## src/logic/ipm_top.sv

```systemverilog
package ipm_pkg;
   localparam int DATA_W   = 8;
   localparam int ADDR_W   = 4;
   localparam int NUM_CHAN = 5;
   localparam int NUM_EXT  = 6;

   typedef logic [ADDR_W-1:0] ipm_addr_type;
   typedef logic [DATA_W-1:0] ipm_byte_type;

   // Register offsets on the plain register port
   localparam ipm_addr_type ADDR_PSW_CTL   = 4'h0;
   localparam ipm_addr_type ADDR_MASK_A    = 4'h1;
   localparam ipm_addr_type ADDR_MASK_B    = 4'h2;
   localparam ipm_addr_type ADDR_PEND_A    = 4'h3;
   localparam ipm_addr_type ADDR_PEND_B    = 4'h4;
   localparam ipm_addr_type ADDR_IRQ_STAT  = 4'h5;
   localparam ipm_addr_type ADDR_IRQ_MASK  = 4'h6;

   localparam ipm_byte_type RESET_BYTE     = 8'h00;

   // Program-status control byte
   localparam int PSW_IO_MASK_BIT  = 6;
   localparam int PSW_EXT_MASK_BIT = 7;

   // Source mask A
   localparam int SOURCE_MASK_A_TIMER_BIT   = 0;
   localparam int SOURCE_MASK_A_INT_BIT     = 1;
   localparam int SOURCE_MASK_A_EXTSIG_BIT  = 2;
   localparam ipm_byte_type SOURCE_MASK_A_USED = 8'h07;

   // Channel mask B: bit 0 multiplex, bits 1..4 selector channels
   localparam ipm_byte_type CHANNEL_MASK_B_USED = 8'h1f;

   // Source pending A
   localparam int PA_TIMER_BIT     = 2;
   localparam int PA_EXTSIG_BIT    = 3;
   localparam int PA_SYSCTL_BIT    = 4;
   localparam int PA_CPUSIG0_BIT   = 5;
   localparam int PA_CPUSIG1_BIT   = 6;
   localparam int PA_STOP_BIT      = 7;

   // Channel pending B: bits 0..4 follow the channels
   localparam int PB_IO_BIT        = 5;
   localparam int PB_TUPD_BIT      = 6;
   localparam int PB_EXT_BIT       = 7;

   // Width of the bundle of asynchronous source inputs
   localparam int SRC_W = NUM_CHAN + NUM_EXT + 7;
endpackage : ipm_pkg

// Contract
// - Pending bit only while source active and permitted
// - Pending A: timer, extsig, sysctl, cpusig0/1, stop
// - Condition: external interrupt latch is on, PSW ext mask is on and a timer or extsig source is permitted
// - Timer needs mask A bit 0; externals bit 2
// - Mask A: timer, interrupt, extsig; rest reserved
// - Mask B: multiplex, selector 1-4; rest reserved
module ipm_top
   import ipm_pkg::*;
(
   input  wire logic                   clk,
   input  wire logic                   rstn,
   input  wire ipm_pkg::ipm_addr_type  regAddr,
   input  wire ipm_pkg::ipm_byte_type  regWdata,
   input  wire logic                   regWr,
   input  wire logic                   regRd,
   output ipm_pkg::ipm_byte_type       regRdata,
   input  wire logic [ipm_pkg::NUM_CHAN-1:0] chanReq,
   input  wire logic                   timerReq,
   input  wire logic                   timerUpdReq,
   input  wire logic [ipm_pkg::NUM_EXT-1:0]  extSigReq,
   input  wire logic                   sysCtlReq,
   input  wire logic                   cpuSig0Req,
   input  wire logic                   cpuSig1Req,
   input  wire logic                   procStopReq,
   input  wire logic                   scpuSignal,
   output ipm_pkg::ipm_byte_type       sourcePendingA,
   output ipm_pkg::ipm_byte_type       channelPendingB,
   output logic                        irq
);
   import ipm_pkg::*;

   typedef struct packed {
      ipm_byte_type pswCtl;
      ipm_byte_type source_mask_a;
      ipm_byte_type channel_mask_b;
      ipm_byte_type pendA;
      ipm_byte_type pendB;
      logic         extLatch;
      ipm_byte_type irqStat;
      ipm_byte_type irqMask;
      ipm_byte_type rdata;
      logic         irq;
   } ipm_state_type;

   localparam ipm_state_type STATE_RESET = '{
      pswCtl:   RESET_BYTE,
      source_mask_a:     RESET_BYTE,
      channel_mask_b:     RESET_BYTE,
      pendA:    RESET_BYTE,
      pendB:    RESET_BYTE,
      extLatch: 1'h0,
      irqStat:  RESET_BYTE,
      irqMask:  RESET_BYTE,
      rdata:    RESET_BYTE,
      irq:      1'h0
   };

   ipm_state_type st_r;
   ipm_state_type st_nxt;

   logic [SRC_W-1:0] srcAsync;
   logic [SRC_W-1:0] srcSync;

   // Sources come from other logic blocks with no common timing
   assign srcAsync = {scpuSignal, procStopReq, cpuSig1Req, cpuSig0Req, sysCtlReq,
                      extSigReq, timerUpdReq, timerReq, chanReq};

   ipm_sync #(
      .WIDTH   (SRC_W)
   ) srcSyncInst (
      .clk     (clk),
      .rstn    (rstn),
      .asyncIn (srcAsync),
      .syncOut (srcSync)
   );

   logic [NUM_CHAN-1:0] chanS;
   logic                timerS;
   logic                timerUpdS;
   logic [NUM_EXT-1:0]  extSigS;
   logic                sysCtlS;
   logic                cpuSig0S;
   logic                cpuSig1S;
   logic                procStopS;
   logic                scpuS;

   assign chanS     = srcSync[NUM_CHAN-1:0];
   assign timerS    = srcSync[NUM_CHAN];
   assign timerUpdS = srcSync[NUM_CHAN+1];
   assign extSigS   = srcSync[NUM_CHAN+2 +: NUM_EXT];
   assign sysCtlS   = srcSync[NUM_CHAN+NUM_EXT+2];
   assign cpuSig0S  = srcSync[NUM_CHAN+NUM_EXT+3];
   assign cpuSig1S  = srcSync[NUM_CHAN+NUM_EXT+4];
   assign procStopS = srcSync[NUM_CHAN+NUM_EXT+5];
   assign scpuS     = srcSync[NUM_CHAN+NUM_EXT+6];

   // Address match gated by the write strobe, used only by write decoding; reads decode with a case
   function automatic logic isWrite(input ipm_addr_type a, input logic wr,
                                    input ipm_addr_type target);
      isWrite = wr && (a == target);
   endfunction : isWrite

   always_comb begin
      ipm_byte_type pA;
      ipm_byte_type pB;
      ipm_byte_type rise;
      ipm_byte_type clr;
      logic         extCond;
      logic         extSrcOk;
      logic         ioOn;
      logic         extOn;

      pA       = RESET_BYTE;
      pB       = RESET_BYTE;
      rise     = RESET_BYTE;
      clr      = RESET_BYTE;
      extCond  = 1'h0;
      extSrcOk = 1'h0;
      ioOn     = 1'h0;
      extOn    = 1'h0;
      st_nxt   = st_r;

      // Register writes; reserved mask bits never store
      if (isWrite(regAddr, regWr, ADDR_PSW_CTL)) begin
         st_nxt.pswCtl = regWdata;
      end
      if (isWrite(regAddr, regWr, ADDR_MASK_A)) begin
         st_nxt.source_mask_a = regWdata & SOURCE_MASK_A_USED;
      end
      if (isWrite(regAddr, regWr, ADDR_MASK_B)) begin
         st_nxt.channel_mask_b = regWdata & CHANNEL_MASK_B_USED;
      end
      if (isWrite(regAddr, regWr, ADDR_IRQ_MASK)) begin
         st_nxt.irqMask = regWdata;
      end
      if (isWrite(regAddr, regWr, ADDR_IRQ_STAT)) begin
         clr = regWdata;
      end

      // Latch follows the signalling CPU register
      st_nxt.extLatch = scpuS;

      ioOn  = st_r.pswCtl[PSW_IO_MASK_BIT];
      extOn = st_r.pswCtl[PSW_EXT_MASK_BIT];

      // Pending bits are levels: they drop as soon as source or mask drops
      pA[PA_TIMER_BIT]   = timerS && st_r.source_mask_a[SOURCE_MASK_A_TIMER_BIT];
      pA[PA_EXTSIG_BIT]  = (|extSigS) && st_r.source_mask_a[SOURCE_MASK_A_EXTSIG_BIT] && extOn;
      pA[PA_SYSCTL_BIT]  = sysCtlS && st_r.source_mask_a[SOURCE_MASK_A_INT_BIT];
      pA[PA_CPUSIG0_BIT] = cpuSig0S && st_r.source_mask_a[SOURCE_MASK_A_INT_BIT];
      pA[PA_CPUSIG1_BIT] = cpuSig1S && st_r.source_mask_a[SOURCE_MASK_A_INT_BIT];
      // Process stop is not maskable
      pA[PA_STOP_BIT]    = procStopS;

      for (int i = 0; i < NUM_CHAN; i++) begin
         pB[i] = chanS[i] && st_r.channel_mask_b[i] && ioOn;
      end
      pB[PB_IO_BIT]   = |pB[NUM_CHAN-1:0];
      pB[PB_TUPD_BIT] = timerUpdS;

      extSrcOk = (timerS && st_r.source_mask_a[SOURCE_MASK_A_TIMER_BIT])
               || ((|extSigS) && st_r.source_mask_a[SOURCE_MASK_A_EXTSIG_BIT]);
      extCond  = st_r.extLatch && extOn && extSrcOk;
      pB[PB_EXT_BIT] = extCond;

      st_nxt.pendA = pA;
      st_nxt.pendB = pB;

      // New pending-B assertions are events; set beats a same-cycle clear
      rise = pB & ~st_r.pendB;
      st_nxt.irqStat = (st_r.irqStat & ~clr) | rise;
      st_nxt.irq     = |(st_nxt.irqStat & st_nxt.irqMask);

      // Read data stand for exactly the cycle after the strobe
      st_nxt.rdata = RESET_BYTE;
      if (regRd) begin
         case (regAddr)
            ADDR_PSW_CTL:  st_nxt.rdata = st_r.pswCtl;
            ADDR_MASK_A:   st_nxt.rdata = st_r.source_mask_a;
            ADDR_MASK_B:   st_nxt.rdata = st_r.channel_mask_b;
            ADDR_PEND_A:   st_nxt.rdata = st_r.pendA;
            ADDR_PEND_B:   st_nxt.rdata = st_r.pendB;
            ADDR_IRQ_STAT: st_nxt.rdata = st_r.irqStat;
            ADDR_IRQ_MASK: st_nxt.rdata = st_r.irqMask;
            default:       st_nxt.rdata = RESET_BYTE;
         endcase
      end
   end

   always_ff @(posedge clk) begin
      if (!rstn) begin
         st_r <= STATE_RESET;
      end else begin
         st_r <= st_nxt;
      end
   end

   assign regRdata        = st_r.rdata;
   assign sourcePendingA  = st_r.pendA;
   assign channelPendingB = st_r.pendB;
   assign irq             = st_r.irq;
endmodule : ipm_top

```

## src/logic/ipm_sync.sv

```systemverilog
module ipm_sync #(
   parameter int WIDTH = 1
) (
   input  wire logic             clk,
   input  wire logic             rstn,
   input  wire logic [WIDTH-1:0] asyncIn,
   output logic      [WIDTH-1:0] syncOut
);
   typedef struct packed {
      logic [WIDTH-1:0] stage1;
      logic [WIDTH-1:0] stage2;
   } ipm_sync_state_type;

   ipm_sync_state_type sync_r;
   ipm_sync_state_type sync_nxt;

   // First stage feeds only the second stage
   always_comb begin
      sync_nxt.stage1 = asyncIn;
      sync_nxt.stage2 = sync_r.stage1;
   end

   always_ff @(posedge clk) begin
      if (!rstn) begin
         sync_r <= '0;
      end else begin
         sync_r <= sync_nxt;
      end
   end

   assign syncOut = sync_r.stage2;
endmodule : ipm_sync

```

## config.mk

```make
export PLATFORM = sky130hd
export DESIGN_NAME = ipm_top
export DESIGN_NICKNAME = d
export VERILOG_FILES = /design/src/logic/ipm_top.sv /design/src/logic/ipm_sync.sv
export SDC_FILE = /design/constraint.sdc
export NUM_CORES = 1
export LEC_CHECK = 0
export ABC_CLOCK_PERIOD_IN_PS = 3900
export BUFFER_PORTS_ARGS = -buffer_cell sky130_fd_sc_hd__buf_4
export CORE_UTILIZATION = 40
export CTS_CLUSTER_SIZE = 14
export DETAILED_ROUTE_END_ITERATION = 10
export GPL_ROUTABILITY_DRIVEN = 0
export GPL_TIMING_DRIVEN = 0
export PLACE_DENSITY = 0.6
export SLEW_MARGIN = 20
export SYNTH_ARGS = -nofsm -noshare
export SYNTH_HDL_FRONTEND = slang
export SYNTH_SLANG_ARGS = --single-unit
export TNS_END_PERCENT = 5
```

## constraint.sdc

```tcl
create_clock -name clk -period 3.9 [get_ports clk]
set_input_delay 0.39 -clock clk [delete_from_list [all_inputs] [get_ports clk]]
set_output_delay 0.39 -clock clk [all_outputs]
set_load 0.02 [all_outputs]
```

==> results of run 1 <==
[metal layers]
metal	wire (um)	GRT usage
met4	122	0.05166
met1	3803	0.2397
met3	396	0.04913
met2	3725	0.2898
met5	0	0
[final cells by class]
| cell class | instances | area (um2) | area share |
|---|---|---|---|
| Buffer | 41 | 267.8 | 0.06183 |
| Tap cell | 108 | 135.1 | 0.03120 |
| Clock inverter | 5 | 60.06 | 0.01387 |
| Multi-Input combinational cell | 217 | 1464 | 0.3381 |
| Timing Repair Buffer | 54 | 405.4 | 0.09361 |
| Clock buffer | 10 | 137.6 | 0.03178 |
| Inverter | 5 | 18.77 | 0.004334 |
| Sequential cell | 92 | 1842 | 0.4253 |
[state kept, by name (all words and copies together) (netlist names)]
signal / flops
st_r: 33
srcSyncInst.syncOut: 18
srcSyncInst.sync_nxt: 18
channelPendingB: 8
regRdata: 8
sourcePendingA: 6
irq: 1
[path summary, 6_finish.rpt]
| kind | start | end | cells past startpoint |
|---|---|---|---|
| worst max-delay path | st_r[42] | irq | 6 |
| worst max register to register | st_r[42] | irq | 6 |
| worst min register to register | srcSyncInst.sync_nxt[13] | srcSyncInst.syncOut[13] | 1 |
| worst min-delay path | extSigReq[2] | srcSyncInst.sync_nxt[9] | 2 |
[synth_stat cells (all sizes together) (6+ instances only)]
master and number:
nor2b 30, mux2 6, nand3 16, clkbuf 11, mux2i 26, nand2 15, a21oi 10, dfxtp 92
buf 30, and2 39, nor3b 6, nor2 17
[cell families after synthesis]
kind of cell | after synthesis | synth area share
compound gates | 42 | 0.08194
buf+inv | 46 | 0.07985
flops | 92 | 0.5133
mux | 33 | 0.09763
other cells | 1 | 0.001045
simple gates | 140 | 0.2263
[power groups by stage]
| stage | Combinational [mW] | Clock, mW | Sequential (mW) |
|---|---|---|---|
| floorplan | 0.0641 | 0 | 0.987 |
| global placement | 0.114 | 0 | 0.990 |
| detailed placement | 0.115 | 0 | 0.990 |
| CTS | 0.115 | 0.660 | 0.968 |
| global route | 0.126 | 0.700 | 0.971 |
| finish | 0.115 | 0.644 | 0.968 |
[worst max-delay path: cells and delay by family (launching register included)]
family | cells | cell delay (ns)
compound gates | 6 | 1.31
flops | 1 | 0.34
[per-stage QoR]
stage / utilization / cell area [um2] / hold WS, ns / total power [mW]
2_1_floorplan: - / 3592 / 0.4119 / 1.052
3_3_place_gp: 0.4739 / 4133 / 0.4141 / 1.104
3_5_place_dp: 0.4739 / 4133 / 0.4179 / 1.105
4_1_cts: 0.4966 / 4330 / 0.2180 / 1.743
5_1_grt: 0.4966 / 4330 / 0.2038 / 1.797
6_report: 0.4966 / 4330 / 0.2264 / 1.726
==> run summary, run 1 <==
Endpoints failing hold: 0
Post-synth EDFFs: 0
Area growth, synth to finish: 20.68%
Pin count of the biggest net entering global routing: 16
Dpl ws: 1.758 ns
Crit path launch type: flip-flop
Switching share of power: 0.2297
CTS Hold Bufs: 0
Max Slew Vio Count: 0
FMAX: 0.5635 GHz
Cell count after synthesis: 354
Clock buffer count from CTS: 9
Tmin final: 1.775 ns
CTS clk-pin slew, worst paths: 0.09 ns
Clock share of power: 0.373
DP Cell Count: 517
Area leader, netlist: dfxtp_1
Slowest cell on the critical path: o41ai_1
Critical Path RT: 4.13 ns
Tot GR Track Use: 0.1811
WL final: 8.048 mm
Status: finished, final reports clean
Gate power share: 0.066
Crit path capture type: flip-flop
DRC: 0
DR WL/cell: 15.13 um
Initial core utilization: 0.4115
Async S/R FF share, synth: 0
CP Max Fanout: 4
Hold WC Path Type: in -> reg
Switch Pwr: 0.3966 mW
Cells taking the most area after synthesis: dfxtp_1, mux2i_1, and2_1
Ys flop type: dfxtp_1
Vias per std cell: 4.904
Setup Viol. Count Final: 0
Internal power: 1.330 mW
Global route overflow: 0
Clock tree buffer depth: 2
Worst rel slew slack: 0.5449
Total core area: 8721 um2
Post-Layout Cell Count: 532
Seq/Total Area, Yosys: 0.5132
Drt pass-1 iters: 4
R2r setup slk: 2.13 ns
Die width: 96.72 um
Slowest stage delay, CP: 0.35 ns
Crit path kind: reg -> reg
RSZ-0062 raised after global routing: no
Via count: 2,609
Mapped Area: 3588 um2
H-tree depth: 3
CTS resizes: 0
Post-synth cell types: 45
Fin nets: 454
Layout Skew: 0.002981 ns
Layout cell share with drive strength beyond 1: 0.2547
Synthesis-stage register bit count: 92
Arr. time, crit path: 2.01 ns
Static leakage: 1.891 nW
N_diodes: 0
Setup bufs post-CTS: 0
Die area: 9354 um2
First-pass GRT wire length: 12.92 mm
Ports: 59
Number of routed nets with antenna violations: 0
Vias in the first global route: 2,435
Die height: 96.72 um
Row count: 34
Root Buffer: clkbuf_8
Initial antenna violation count: 0
Ys Warns: 0
Power share of the sequential group: 0.561
Most common cell after layout, fill and taps aside: dfxtp_1
Setup TNS: 0 ns
Crit-path cells: a22oi_1, a311oi_1, a21oi_1, o22ai_1, o41ai_1, o21ai_1
Area fraction of the dominant cell type after synthesis: 0.5132
Worst vdd ir: 0.2524 mV
CTS tree: done
CTS sink cnt: 92
Cell Pwr Density: 398.7 nW/um2
Worst slew pin tran: 0.6808 ns
Fill cell count: 845
Final worst setup slack: 2.125 ns
Detailed Place HPWL: 5.872 mm
Clk_lat worst skew: 0.36 ns
Drt first-iter violations: 157
Number of port buffers: 54
Final period util: 0.4550
Max-capacitance violation count: 0
Avg Cell Area, Syn: 10.14 um2
Most frequent cells in the layout: dfxtp_1, buf_4, and2_1
Power figures use the tool's default switching activity.
==> inputs of run 2 (changes only) <==
ABC_CLOCK_PERIOD_IN_PS = 1610   (was 3900)
PLACE_DENSITY = 0.62   (was 0.6)
clock period = 1.61 ns   (was 3.9 ns; I/O delays follow)
==> run summary, run 2 (synthesized netlist as in run 1, its figures left out) <==
Ports: 59 (unchanged)
Cell Pwr Density: 913.9 nW/um2 (+130%)
Initial core utilization: 0.4115 (unchanged)
Clk_lat worst skew: 0.37 ns (about the same)
Clock tree buffer depth: 2 (unchanged)
Setup Viol. Count Final: 0 (unchanged)
Detailed Place HPWL: 5.922 mm (+0.84%)
Status: finished, final reports clean
Max reg flops: 33 (unchanged)
R2r setup slk: 0.01 ns (-2.11 ns)
Endpoints failing hold: 0 (unchanged)
Worst slew pin tran: 0.5276 ns (-0.1531 ns)
Crit-path cells: or4_4, o31ai_4, a21oi_2, inv_1, o21a_1, o21ai_1
Fin nets: 470 (+3.5%)
H-tree depth: 3 (unchanged)
Cell area after layout: 4526 um2 (+4.5%)
Layout Skew: 0.01265 ns (+0.009665 ns)
Root Buffer: clkbuf_8
Overall power: 4.136 mW (+140%)
Most common cell after layout, fill and taps aside: dfxtp_1
Fill cell count: 827 (-2.1%)
Total core area: 8721 um2 (unchanged)
Max Slew Vio Count: 0 (unchanged)
Worst vdd ir: 0.4530 mV (+79%)
Die width: 96.72 um (unchanged)
Final period util: 0.9928 (+0.5378)
Die height: 96.72 um (unchanged)
Slowest cell on the critical path: or4_4
Via count: 2,666 (+2.2%)
Arr. time, crit path: 1.85 ns (-0.16 ns)
First-pass GRT wire length: 12.94 mm (+0.16%)
Row count: 34 (unchanged)
RSZ-0062 raised after global routing: yes
Drt pass-1 iters: 4 (unchanged)
Crit path capture type: flip-flop
Tmin final: 1.598 ns (-0.1762 ns)
Crit path kind: reg -> reg
CTS tree: done
Dpl ws: -0.3254 ns (-2.083 ns)
CTS clk-pin slew, worst paths: 0.10 ns (about the same)
Layout cell share with drive strength beyond 1: 0.2653 (+0.01059)
Vias per std cell: 4.856 (-0.98%)
Vias in the first global route: 2,518 (+3.4%)
WL final: 8.186 mm (+1.7%)
CP Max Fanout: 2 (-2)
Static leakage: 1.955 nW (+3.4%)
FMAX: 0.6256 GHz (+11%)
DRC: 0 (unchanged)
Largest reg by FF count: st_r
DP Area: 4133 um2 (unchanged)
Number of port buffers: 54 (unchanged)
Die area: 9354 um2 (unchanged)
Critical Path RT: 1.86 ns (-2.27 ns)
Global route overflow: 0 (unchanged)
Max-capacitance violation count: 0 (unchanged)
N_diodes: 0 (unchanged)
Worst rel slew slack: 0.6483 (+0.1034)
Number of routed nets with antenna violations: 0 (unchanged)
Clock buffer count from CTS: 9 (unchanged)
Slowest stage delay, CP: 0.54 ns (+0.19 ns)
Area growth, synth to finish: 26.12%
Drt first-iter violations: 141 (-10%)
Hold WC Path Type: in -> reg
Final worst setup slack: 0.01155 ns (-2.114 ns)
Most frequent cells in the layout: dfxtp_1, buf_4, and2_1
Tot GR Track Use: 0.1789 (-0.002237)
Pin count of the biggest net entering global routing: 19 (+3)
DR WL/cell: 14.91 um (-1.4%)
CTS sink cnt: 92 (unchanged)
Initial antenna violation count: 0 (unchanged)
Crit path launch type: flip-flop
-- run 2: worst paths after layout --
check	startpoint	to	cells past startpoint
min	extSigReq[2]	srcSyncInst.sync_nxt[9]	2
min reg2reg	srcSyncInst.sync_nxt[17]	srcSyncInst.syncOut[17]	1
max	srcSyncInst.syncOut[9]	irq	6
max reg2reg	srcSyncInst.syncOut[9]	irq	6
-- run 2: area by class of cell --
cell class              count  area (um2)  share of cell area
well taps                 108       135.1             0.02986
clock buffers               9       123.9             0.02737
inverters                   5       18.77            0.004147
repair buffers             70       563.0              0.1244
clock inverters             7       66.31             0.01465
plain buffers              41       267.8             0.05917
flip-flops and latches     92        1842              0.4070
multi-input cells         217        1509              0.3334
-- run 2: metrics by stage --
step / TNS, ns / hold slack (ns) / util / std cells
final: 0 / 0.007984 / 0.5189 / 549
after global routing: -0.06084 / 0.007833 / 0.5189 / 549
after CTS: 0 / 0.0005765 / 0.5149 / 548
after detailed placement: -3.297 / 0.3718 / 0.4739 / 517
after global placement: -3.033 / 0.3677 / 0.4739 / 517
after floorplan: 0 / 0.2883 / - / 355
-- run 2: worst max-delay path: cells and delay by family, from the launching register on --
family	cells	cell delay [ns]
AOI/OAI and AO/OA	4	0.56
buffers and inverters	1	0.06
and+or+nand+nor	1	0.54
DFF	1	0.31
-- run 2: layer usage --
metal,vias up,GRT usage,part of all wire
met1,1232,0.2428,0.46
met4,0,0.05855,0.011
met2,83,0.2893,0.47
met5,-,0,0
met3,10,0.03035,0.055
li1,1341,-,-
-- run 2: timing repair --
action / CTS / global route
setup buffers: 0 / 1
hold endpoints to repair: 15 / 0
pin swaps: 0 / 5
resized for setup: 3 / 5
hold buffers: 15 / 0
endpoints found under the setup margin: 1 / 5
-- run 2: power breakdown --
part	internal (mW)	switching [mW]
logic	0.162	0.149
registers	2.33	0.0205
clock network	0.601	0.876
total	3.09	1.05
==> inputs of run 3 (changes only) <==
CORE_MARGIN = 2   (was not set)
==> run summary, run 3 (synthesized netlist as in run 1, its figures left out) <==
Status: finished, final reports clean
Max-capacitance violation count: 0 (unchanged)
WL final: 8.445 mm (+3.2%)
Initial core utilization: 0.4115 (unchanged)
Hold Path Origin: regWdata[6]
Initial antenna violation count: 0 (unchanged)
CP Max Fanout: 2 (unchanged)
Clock buffer count from CTS: 9 (unchanged)
Max reg flops: 33 (unchanged)
CTS tree: done
Via count: 2,691 (+0.94%)
Setup Viol. Count Final: 0 (unchanged)
Total core area: 8721 um2 (unchanged)
Global route overflow: 0 (unchanged)
Die height: 98.72 um (+2.1%)
CTS sink cnt: 92 (unchanged)
CTS clk-pin slew, worst paths: 0.10 ns (about the same)
Static leakage: 1.967 nW (+0.62%)
Setup TNS: 0 ns (unchanged)
Fill cell count: 815 (-1.5%)
Crit path kind: reg -> reg
Endpoints failing hold: 0 (unchanged)
Tot GR Track Use: 0.1810 (+0.002113)
Crit path launch type: flip-flop
Overall power: 4.163 mW (+0.66%)
Gate power share: 0.077 (+0.002)
Most common cell after layout, fill and taps aside: dfxtp_1
Critical Path RT: 1.86 ns (about the same)
Max Slew Vio Count: 0 (unchanged)
Number of port buffers: 54 (unchanged)
Arr. time, crit path: 1.82 ns (-0.03 ns)
Layout Skew: 0.01034 ns (-0.002308 ns)
RSZ-0062 raised after global routing: yes
Ports: 59 (unchanged)
N_diodes: 0 (unchanged)
DP Cell Count: 517 (unchanged)
Layout cell share with drive strength beyond 1: 0.2641 (-0.001198)
Worst slew pin tran: 0.5303 ns (+0.002628 ns)
Drt pass-1 iters: 5 (+1)
DR WL/cell: 15.33 um (+2.8%)
Most frequent cells in the layout: dfxtp_1, buf_4, and2_1
Cell Pwr Density: 915.1 nW/um2 (+0.13%)
CP startpoint: srcSyncInst.syncOut[8]
Root Buffer: clkbuf_8
Post-Layout Cell Count: 551 (+0.36%)
Area growth, synth to finish: 26.78%
Row count: 34 (unchanged)
Power share of the sequential group: 0.564 (-0.004)
FMAX: 0.6357 GHz (+1.6%)
First-pass GRT wire length: 13.67 mm (+5.7%)
Number of routed nets with antenna violations: 0 (unchanged)
R2R Path Start: srcSyncInst.syncOut[8]
Vias per std cell: 4.884 (+0.57%)
Final period util: 0.9770 (-0.01581)
Clock tree buffer depth: 2 (unchanged)
Fin nets: 472 (+0.43%)
H-tree depth: 3 (unchanged)
Pin count of the biggest net entering global routing: 19 (unchanged)
Hold WC Path Type: in -> reg
Tmin final: 1.573 ns (-0.02545 ns)
Clk_lat worst skew: 0.37 ns (about the same)
Clock share of power: 0.359 (+0.002)
Switching share of power: 0.2559 (+0.002950)
Drt first-iter violations: 149 (+5.7%)
Vias in the first global route: 2,664 (+5.8%)
DRC: 0 (unchanged)
Switch Pwr: 1.065 mW (+1.8%)
Largest reg by FF count: st_r
Worst rel slew slack: 0.6465 (-0.001752)
Internal power: 3.098 mW (+0.26%)
Die width: 98.72 um (+2.1%)
Detailed Place HPWL: 5.990 mm (+1.1%)
Worst vdd ir: 0.4717 mV (+4.1%)
Die area: 9745 um2 (+4.2%)
Crit path capture type: flip-flop
-- run 3: worst paths after layout --
| check | endpoint | slack (ns) | cells past startpoint |
|---|---|---|---|
| setup / recovery | irq | 0.04 | 6 |
| hold / removal | st_r[64] | 0.07 | 3 |
| setup reg to reg | irq | 0.04 | 6 |
| hold reg to reg | st_r[25] | 0.44 | 1 |
-- run 3: routing by layer --
metal  up-vias  part of all wire  track usage
li1       1350                 -            -
met1      1229              0.44       0.2493
met2        94              0.47       0.2815
met3        18             0.061      0.03404
met4         0             0.029      0.07271
met5         -                 0            0
-- run 3: final cells by class --
cell class / count / area, um2 / share of cell area
clock inverters: 7 / 67.56 / 0.01485
inverters: 5 / 18.77 / 0.004125
plain buffers: 41 / 267.8 / 0.05886
well taps: 108 / 135.1 / 0.02970
multi-input cells: 217 / 1508 / 0.3314
flip-flops and latches: 92 / 1843 / 0.4051
clock buffers: 9 / 123.9 / 0.02723
repair buffers: 72 / 585.6 / 0.1287
-- run 3: repair_timing --
item | 4_1_cts | 5_1_grt
buffers inserted | 0 | 0
setup endpoints to repair | 1 | 7
pin swaps | 0 | 1
hold buffers | 18 | 0
hold endpoints to repair | 18 | 0
resized for setup | 3 | 6
-- run 3: critical path, cell delays in order (launching register included) --
cell and delay (ns):
dfxtp_1 0.31, or4_4 0.54, o31ai_4 0.27, a21oi_2 0.09, inv_1 0.06, o21a_1 0.12, o21ai_1 0.08
-- run 3: through the flow --
step                      setup slack (ns)    util  instance area, um2  hold slack [ns]
final                              0.03700  0.5217                4549          0.06878
after global routing              -0.09216  0.5217                4549          0.07740
after CTS                          0.01831  0.5185                4522          0.06376
after detailed placement           -0.3042  0.4739                4133           0.3713
after global placement             -0.2947  0.4739                4133           0.3677
after floorplan                     0.1234       -                3592           0.2883
-- run 3: power groups by stage --
stage	combinational [mW]	clock [mW]	sequential [mW]
2_1_floorplan	0.155	0	2.39
3_3_place_gp	0.276	0	2.40
3_5_place_dp	0.279	0	2.40
4_1_cts	0.314	1.53	2.35
5_1_grt	0.347	1.63	2.36
6_report	0.319	1.50	2.35
